==> src/pfc_cfg.svh <==
// Purpose: constants for the feature control register and phase detector
// Assumes: one 100 MHz clock, all pins sampled synchronously
// Notes:   bit positions of the feature control register
// Behaviour
// Each feature bit acts when one and is inert when zero.
// Software writes zero into the three reserved low bits.
// Bit 3 powers down all but the programming interface. The code only idles the detector and sets power_down_out.
// Bit 4 loads counter programming immediately and continuously.
// Bit 5 routes the modulus select signal to the diagnostic pin. The code routes the prescaler instead when bit 6 is also set.
// Bit 6 routes the raw prescaler output to the diagnostic pin.
// Bit 7 disables the divided VCO and divided reference outputs.
// The detector fires on rising edges of both divided signals.
// A leading divided VCO pulses the down output low.
// A leading divided reference pulses the up output low.
// Pulse width follows the phase offset between the two signals.
// Up raises and down lowers the VCO frequency via the loop filter.
// The integration pin carries the NAND of up and down.
// Lock indicator is the AND of up and down after integration.
// Feature functions apply only while the enable input is low.
// Parallel mode latches data on the rising write strobe edge.
// Serial mode shifts into a holding stage, updating on the falling edge.
`ifndef PFC_CFG_SVH
`define PFC_CFG_SVH
`define PFC_BIT_PWRDN   3
`define PFC_BIT_CLOAD   4
`define PFC_BIT_MSOUT   5
`define PFC_BIT_PSOUT   6
`define PFC_BIT_FOE     7
`define PFC_RESET_VAL   8'h00
`define PFC_LOCK_FILT   4
`endif

==> src/pfc_pkg.sv <==
// Purpose: types for the feature control block
// Assumes: nothing
// Notes:   detector state
package pfc_pkg;
  typedef enum logic [1:0] {PFC_IDLE, PFC_UP, PFC_DOWN} pfc_pd_t;
endpackage

==> src/pfc_top.sv <==
// Purpose: feature control register and phase-frequency detector
// Assumes: strobes and clocks synchronous to clock_in
// Notes:   outputs registered
`timescale 1ns/1ps
`default_nettype none
`include "pfc_cfg.svh"
module pfc_top (
  input  wire logic       clock_in,            // system clock
  input  wire logic       nrst_in,             // sync reset, low
  input  wire logic [7:0] data_in,             // parallel data
  input  wire logic       serial_mode_in,      // 1 serial, 0 parallel
  input  wire logic       feat_wr_in,          // feature write strobe
  input  wire logic       sclk_in,             // serial shift clock
  input  wire logic       sdata_in,            // serial data, msb first
  input  wire logic       feat_en_n_in,        // feature enable, low
  input  wire logic       fp_in,               // divided vco
  input  wire logic       fc_in,               // divided reference
  input  wire logic       modulus_select_in,   // prescaler modulus select
  input  wire logic       prescaler_in,        // raw prescaler output
  output logic            pump_up_n_out,       // up pulse, low
  output logic            pump_down_n_out,     // down pulse, low
  output logic            cext_out,            // integration pin
  output logic            lock_indicator_out,  // lock detect
  output logic            diag_out,            // diagnostic pin
  output logic            fp_out,              // gated divided vco
  output logic            fc_out,              // gated divided ref
  output logic            power_down_out,      // power down request
  output logic            counter_load_out     // continuous load
);
  import pfc_pkg::*;

  // ----------------------------------------
  // feature register loading
  // ----------------------------------------
  logic [7:0] feat_reg;
  logic [7:0] shift_reg;
  logic       wr_reg;
  logic       sclk_reg;
  logic [7:0] act;

  // strobe and shift clock edge history, follows the pins in reset so release brings no false edge
  always_ff @(posedge clock_in) begin
    if (!nrst_in) begin
      wr_reg   <= feat_wr_in;
      sclk_reg <= sclk_in;
    end else begin
      wr_reg   <= feat_wr_in;
      sclk_reg <= sclk_in;
    end
  end

  // serial holding stage, shifts while strobe high
  always_ff @(posedge clock_in) begin
    if (!nrst_in) begin
      shift_reg <= 8'h00;
    end else if (serial_mode_in && feat_wr_in && sclk_in && !sclk_reg) begin
      shift_reg <= {shift_reg[6:0], sdata_in};
    end
  end

  // active register update, kept alive through power down
  always_ff @(posedge clock_in) begin
    if (!nrst_in) begin
      feat_reg <= `PFC_RESET_VAL;
    end else if (!serial_mode_in && feat_wr_in && !wr_reg) begin
      feat_reg <= data_in;
    end else if (serial_mode_in && !feat_wr_in && wr_reg) begin
      feat_reg <= shift_reg;
    end
  end

  // functions only while enable low; reserved bits unused
  assign act = feat_en_n_in ? 8'h00 : feat_reg;

  // ----------------------------------------
  // phase-frequency detector
  // ----------------------------------------
  pfc_pd_t pd_reg;
  logic    fp_reg;
  logic    fc_reg;
  logic    fp_rise;
  logic    fc_rise;

  assign fp_rise = fp_in && !fp_reg;
  assign fc_rise = fc_in && !fc_reg;

  // divided input edge history, follows the pins in reset so release brings no false edge
  always_ff @(posedge clock_in) begin
    if (!nrst_in) begin
      fp_reg <= fp_in;
      fc_reg <= fc_in;
    end else begin
      fp_reg <= fp_in;
      fc_reg <= fc_in;
    end
  end

  // tri-state detector: pulse lasts from leading to lagging edge
  always_ff @(posedge clock_in) begin
    if (!nrst_in || act[`PFC_BIT_PWRDN]) begin
      pd_reg <= PFC_IDLE;
    end else begin
      case (pd_reg)
        PFC_IDLE: begin
          if (fp_rise && !fc_rise) begin
            pd_reg <= PFC_DOWN;
          end else if (fc_rise && !fp_rise) begin
            pd_reg <= PFC_UP;
          end
        end
        PFC_UP: begin
          if (fp_rise) begin
            pd_reg <= PFC_IDLE;
          end
        end
        PFC_DOWN: begin
          if (fc_rise) begin
            pd_reg <= PFC_IDLE;
          end
        end
        default: pd_reg <= PFC_IDLE;
      endcase
    end
  end

  // pump outputs, registered from detector state
  always_ff @(posedge clock_in) begin
    if (!nrst_in) begin
      pump_up_n_out   <= 1'b1;
      pump_down_n_out <= 1'b1;
      cext_out        <= 1'b0;
    end else begin
      pump_up_n_out   <= (pd_reg != PFC_UP);
      pump_down_n_out <= (pd_reg != PFC_DOWN);
      cext_out        <= !((pd_reg != PFC_UP) && (pd_reg != PFC_DOWN));
    end
  end

  // lock integrator: quiet for several cycles means locked
  logic [2:0] quiet_reg;
  always_ff @(posedge clock_in) begin
    if (!nrst_in) begin
      quiet_reg          <= 3'h0;
      lock_indicator_out <= 1'b0;
    end else begin
      if (cext_out) begin
        quiet_reg <= 3'h0;
      end else if (quiet_reg != 3'(`PFC_LOCK_FILT)) begin
        quiet_reg <= quiet_reg + 3'h1;
      end
      lock_indicator_out <= (quiet_reg == 3'(`PFC_LOCK_FILT)) && !cext_out;
    end
  end

  // ----------------------------------------
  // feature-driven outputs
  // ----------------------------------------
  always_ff @(posedge clock_in) begin
    if (!nrst_in) begin
      diag_out         <= 1'b0;
      fp_out           <= 1'b0;
      fc_out           <= 1'b0;
      power_down_out   <= 1'b0;
      counter_load_out <= 1'b0;
    end else begin
      if (act[`PFC_BIT_PSOUT]) begin
        diag_out <= prescaler_in;
      end else if (act[`PFC_BIT_MSOUT]) begin
        diag_out <= modulus_select_in;
      end else begin
        diag_out <= 1'b0;
      end
      fp_out           <= act[`PFC_BIT_FOE] ? 1'b0 : fp_in;
      fc_out           <= act[`PFC_BIT_FOE] ? 1'b0 : fc_in;
      power_down_out   <= act[`PFC_BIT_PWRDN];
      counter_load_out <= act[`PFC_BIT_CLOAD];
    end
  end

  // ----------------------------------------
  // checks
  // ----------------------------------------
  a_down_on_lead: assert property (@(posedge clock_in) disable iff (!nrst_in)
    (pd_reg == PFC_IDLE && fp_rise && !fc_rise && !act[`PFC_BIT_PWRDN]) |-> ##2 !pump_down_n_out)
    else $error("down pulse missing");
  a_up_on_lead: assert property (@(posedge clock_in) disable iff (!nrst_in)
    (pd_reg == PFC_IDLE && fc_rise && !fp_rise && !act[`PFC_BIT_PWRDN]) |-> ##2 !pump_up_n_out)
    else $error("up pulse missing");
  a_pump_exclusive: assert property (@(posedge clock_in) disable iff (!nrst_in)
    !(!pump_up_n_out && !pump_down_n_out))
    else $error("both pumps active");
  a_cext_nand: assert property (@(posedge clock_in) disable iff (!nrst_in)
    cext_out == !(pump_up_n_out && pump_down_n_out))
    else $error("cext not nand of pumps");
  a_up_ends: assert property (@(posedge clock_in) disable iff (!nrst_in)
    (pd_reg == PFC_UP && fp_rise && !act[`PFC_BIT_PWRDN]) |=> pd_reg == PFC_IDLE)
    else $error("up pulse not ended");
  a_par_latch: assert property (@(posedge clock_in) disable iff (!nrst_in)
    (!serial_mode_in && feat_wr_in && !wr_reg) |=> feat_reg == $past(data_in))
    else $error("parallel latch failed");
  a_ser_update: assert property (@(posedge clock_in) disable iff (!nrst_in)
    (serial_mode_in && !feat_wr_in && wr_reg) |=> feat_reg == $past(shift_reg))
    else $error("serial update failed");
  a_enable_gate: assert property (@(posedge clock_in) disable iff (!nrst_in)
    feat_en_n_in |=> !power_down_out && !counter_load_out)
    else $error("feature active while disabled");
  a_oe_gate: assert property (@(posedge clock_in) disable iff (!nrst_in)
    act[`PFC_BIT_FOE] |=> !fp_out && !fc_out)
    else $error("outputs not disabled");
  a_lock_quiet: assert property (@(posedge clock_in) disable iff (!nrst_in)
    cext_out |=> !lock_indicator_out)
    else $error("lock during pump activity");
  a_pwrdn_idle: assert property (@(posedge clock_in) disable iff (!nrst_in)
    act[`PFC_BIT_PWRDN] |-> ##2 (pump_up_n_out && pump_down_n_out))
    else $error("pump active in power down");
  a_load_follow: assert property (@(posedge clock_in) disable iff (!nrst_in)
    act[`PFC_BIT_CLOAD] |=> counter_load_out)
    else $error("counter load not active");
  a_modulus_select_route: assert property (@(posedge clock_in) disable iff (!nrst_in)
    (act[`PFC_BIT_MSOUT] && !act[`PFC_BIT_PSOUT]) |=> diag_out == $past(modulus_select_in))
    else $error("modulus select not routed");
  a_pre_route: assert property (@(posedge clock_in) disable iff (!nrst_in)
    act[`PFC_BIT_PSOUT] |=> diag_out == $past(prescaler_in))
    else $error("prescaler not routed");
endmodule
`default_nettype wire

==> config.mk <==
export PLATFORM = sky130hd
export DESIGN_NAME = pfc_top
export DESIGN_NICKNAME = d
export VERILOG_FILES = /design/src/pfc_pkg.sv /design/src/pfc_top.sv
export VERILOG_INCLUDE_DIRS = /design/src
export SDC_FILE = /design/constraint.sdc
export NUM_CORES = 1
export LEC_CHECK = 0
export BUFFER_PORTS_ARGS = -buffer_cell sky130_fd_sc_hd__buf_2
export CAP_MARGIN = 30
export CELL_PAD_IN_SITES_DETAIL_PLACEMENT = 0
export CELL_PAD_IN_SITES_GLOBAL_PLACEMENT = 1
export CORE_MARGIN = 2
export CORE_UTILIZATION = 38
export DETAILED_ROUTE_END_ITERATION = 6
export HOLD_SLACK_MARGIN = 0.12
export PLACE_DENSITY = 0.86
export SLEW_MARGIN = 20
export SYNTH_ARGS = -nofsm -noshare
export SYNTH_HDL_FRONTEND = slang
export SYNTH_SLANG_ARGS = --single-unit
==> constraint.sdc <==
create_clock -name clock_in -period 1.3 [get_ports clock_in]
set_clock_uncertainty 0.1 [all_clocks]
set_input_delay 0.26 -clock clock_in [delete_from_list [all_inputs] [get_ports clock_in]]
set_output_delay 0.26 -clock clock_in [all_outputs]
set_load 0.05 [all_outputs]
## After elaboration in Yosys (flattened, before gate mapping)

Cells that the tools add are included.

| storage, ports and cells | value |
|---|---|
| bits in registers | 34 |
| input bits | 19 |

| cells by class | value |
|---|---|
| bitwise logic cells | 1 |
| mux-type cells | 10 |
| equality and inequality tests | 9 |
| $add $sub $neg | 1 |
| reductions and logical operators | 31 |

Operator list:

| cell | number |
|---|---|
| 8-bit two-way mux | 3 |
| 1-bit logical AND | 13 |
| 1-bit zero test | 11 |
| 2-bit two-way mux | 4 |
| 2-bit != test, second input constant | 3 |
| 3-bit != test, second input constant | 2 |
| 2-bit case mux with 3 select lines | 1 |
| 2-bit OR reduction | 3 |
| 3-bit by 1-bit adder with 3-bit output, second input constant | 1 |
| 3-bit == test, second input constant | 1 |
| 3-bit AND reduction | 1 |
| 2-bit by 1-bit == test with 1-bit output, second input constant | 1 |
| 2-bit == test, second input constant | 1 |
| 2-bit zero test | 1 |
| 1-bit two-way mux | 2 |
| 2-bit by 1-bit != test with 1-bit output, second input constant | 1 |
| 2-bit nonzero test | 1 |
| 1-bit logical OR | 1 |
| 1-bit inverter | 1 |

## Longest topological paths before layout

| depth | value |
|---|---|
| depth after elaboration | 7 |
| gate-level depth with buffers | 5 |

## Worst setup path before layout

OpenSTA, ideal clock, no wires.

| timing | value |
|---|---|
| kind | register to register |
| start | register pd_reg[1] |
| end | register pd_reg[1] |
| setup slack | 123 ps |
| buffers on the path | 0 |
| period minus slack after synthesis | 1177 ps |
| stages on the path, launching flop included | 6 |
| data required time | 1072 ps |
| data arrival time | 949 ps |
| cell sequence | dfxtp_1 -> inv_1 -> ha_1 -> nor2b_1 -> a221oi_2 -> o22ai_1 |

| between the ends | value |
|---|---|
| word-level cells in the longest chain between the ends | 3 |

RTL lines:

| item | RTL line | source |
|---|---|---|
| start, declared | pfc_top.sv:78 | `pfc_pd_t pd_reg;` |
| start signal, assigned | pfc_top.sv:101 | `pd_reg <= PFC_IDLE;` |
| start signal, assigned | pfc_top.sv:106 | `pd_reg <= PFC_DOWN;` |
| start signal, assigned | pfc_top.sv:108 | `pd_reg <= PFC_UP;` |
| 2-bit == test (tied with other cells) | pfc_top.sv:103 | `case (pd_reg)` |
| 2-bit != test (no line) or 3-bit != test (tied branches) | - |  |
| 3-bit AND reduction (no line) | - |  |

Parallel ways exist; a longest one is shown, timed or not.
A chain may end at the register's enable or synchronous reset.

## Final worst setup path

| timing | value |
|---|---|
| start | register fp_out |
| end | output fp_out |

RTL lines:

| item | RTL line | source |
|---|---|---|
| start, declared | pfc_top.sv:25 | `output logic fp_out,` |
| start signal, assigned | pfc_top.sv:173 | `` fp_out <= act[`PFC_BIT_FOE] ? 1'b0 : fp_in; `` |

No word-level cell between the ends.

==> flow_summary.ini <==
[status]
status = complete, no violations

[yosys]
yosys_most_used_dff = dfxtp_1
ys_seq_area_frac = 0.5167
synth_nets = 152
synth_warnings = 0
ys_seq_elements = 31
synth_area_sq_um = 1201
yosysTopAreaCell = dfxtp_1
async_flop_share = 0
syn_inst = 128
synth_edf_count = 0
synth_top_area_share = 0.5167
syn_avg_cell_area_sq_um = 9.384
synth_area_leaders = dfxtp_1, nand2_1, ha_1
yosysUniqueCellTypes = 29

[route]
finalWirelength_um = 2378
post_drt_via_cell_ratio = 4.710
firstDrtPassIters = 4
drtAntennaViolNets = 0
first_iter_violations = 13
drcViolationCount = 0
wl_per_cell_um = 11.32
vias = 989

[global_routing]
grt_pass1_vias = 910
grt_first_pass_wirelength_um = 3877
antenna_found_initial = 0
grt_max_degree = 22
gr-total-overflow = 0
grt_util_all_layers = 0.1522

[clock_tree]
clock-root-buffer = clkbuf_4
clock_sinks = 31
cts_buffer_depth = 2
numCtsBuffers = 5
clock_latency_ns = 0.32
clk_pin_slew_ns = 0.09
cts_tree = built
htreeDepth = 2

[worst_setup_path]
path_delay_family = flip-flops
path_buf_inv = 1
critPathKind = reg2out
slowest_stage = dfxtp_1
cp-endpoint = fp_out
arrival_ns = 0.89
cp_max_fo = 1
worstSetupStartpointType = register
end_kind = primary output
crit_chain = buf_2
worstPathRequired_ns = 0.94
r2r_cells = 4
reg2reg_to = pd_reg[1]
path_depth = 1
reg2reg_from = pd_reg[0]
setup.worst_path.start = fp_out
cp_slowest_stage_delay_ns = 0.32
r2r_setup_slack_ns = 0.05

[power]
power_mw = 1.833
ir_worst_vdd_mv = 0.5567
p_leak_nw = 0.6272
power.density_nw_per_um2 = 1164

[sta]
tns_ns = 0
timing.final.crit_share = 0.9615
relSlewSlack = 0.7216
layout_setup_ws_ns = 0.05001
fin_crit_ns = 1.250
maxSlewViolCount = 0
max_freq_mhz = 800.0
worst_pin_slew_ns = 0.4133
holdWs_ns = 0.1494
rsz0062_at_grt = true
setup_viol = 0
hold_violations = 0

[die]
floorplan.initialDensity = 0.3967
io_pins = 28
chipWidth_um = 60.22
die_y_um = 60.22
core_area_sq_um = 3028
dieArea_sq_um = 3626
num_rows = 20

[hold_path]
hold_class = in2reg

[placement]
io_buffers = 24
dp_slack_ns = -0.01656
gp_congestion = 0.7222
place_area_sq_um = 1360
hpwl_um = 1607

[layout]
drive_gt1_frac = 0.2651
largest_reg_flops = 8
area_growth_pct = 31.04
final_area_sq_um = 1574
n_antenna_cell = 0
fin_nets = 190

[flow_run]
drv_cap = 0
## placed cells by master, fill, tap and decap left out, types with 5 or more instances in the layout
cell type and n:
inv_1 7, a21boi_1 5, dlygate4sd3_1 9, dfxtp_1 29
clkbuf_4 9, a21boi_0 8, a22oi_1 5, nand2_1 28
nor2_1 8, buf_2 20
## power breakdown
group / switching, mW / internal [mW]
clock network: 0.303 / 0.250
logic: 0.146 / 0.119
registers: 0.0255 / 0.990
total: 0.474 / 1.36
## worst min-delay path by stage
stage,from,end,slack [ns],depth (start not counted)
floorplan,fc_in,fc_reg,0.19,0
global placement,sclk_in,sclk_reg,0.29,1
detailed placement,fp_in,fp_reg,0.29,1
CTS,data_in[3],feat_reg[3],0.13,3
global route,feat_en_n_in,counter_load_out,0.13,2
finish,data_in[3],feat_reg[3],0.15,3
## cell families after synthesis
logic type,count (synthesis),synth area share
xor gates and xnor gates,1,0.007293
buffers and inverters,12,0.04479
and+or+nand+nor,55,0.2323
adders and majority gates,5,0.05208
AOI/OAI and AO/OA,24,0.1469
DFF,31,0.5167
## stage by stage
stage,std cells,util
6_report,210,0.5198
5_1_grt,210,0.5198
4_1_cts,209,0.5000
3_5_place_dp,193,0.4492
3_3_place_gp,193,0.4492
2_1_floorplan,128,-
## per-layer routing
layer | vias up | routed length (um) | track usage
met4 | 0 | 50 | 0.08571
li1 | 505 | - | -
met3 | 4 | 120 | 0.06926
met5 | - | 0 | 0
met2 | 19 | 1180 | 0.2422
met1 | 461 | 1027 | 0.1667
## area by class of cell
type | count | area (sq um)
Timing Repair Buffer | 35 | 235.2
Clock inverter | 1 | 5.005
Sequential cell | 31 | 625.6
Multi-Input combinational cell | 85 | 571.8
Clock buffer | 6 | 51.30
Fill cell | 293 | 1454
Tap cell | 44 | 55.05
Inverter | 8 | 30.03
## synthesized netlist by cell type (2+ instances only)
library cell and n:
o21ai_0 2, nor2_1 8, nand4b_1 2, nor3_1 3
ha_1 5, a22oi_1 5, dfxtp_1 31, a21boi_1 5
nand2_1 28, clkbuf_1 2, and3b_1 2, inv_1 8
a21boi_0 8, nor3b_1 2, nand2b_1 2, a21oi_1 2
## what timing repair did
item / CTS / global route
gates resized for setup: 2 / 14
hold buffers: 9 / 0
setup buffers: 0 / 1
hold endpoints to repair: 12 / 0
endpoints found under the setup margin: 1 / 10
pin swaps: 0 / 3
Power figures use the tool's default switching activity.
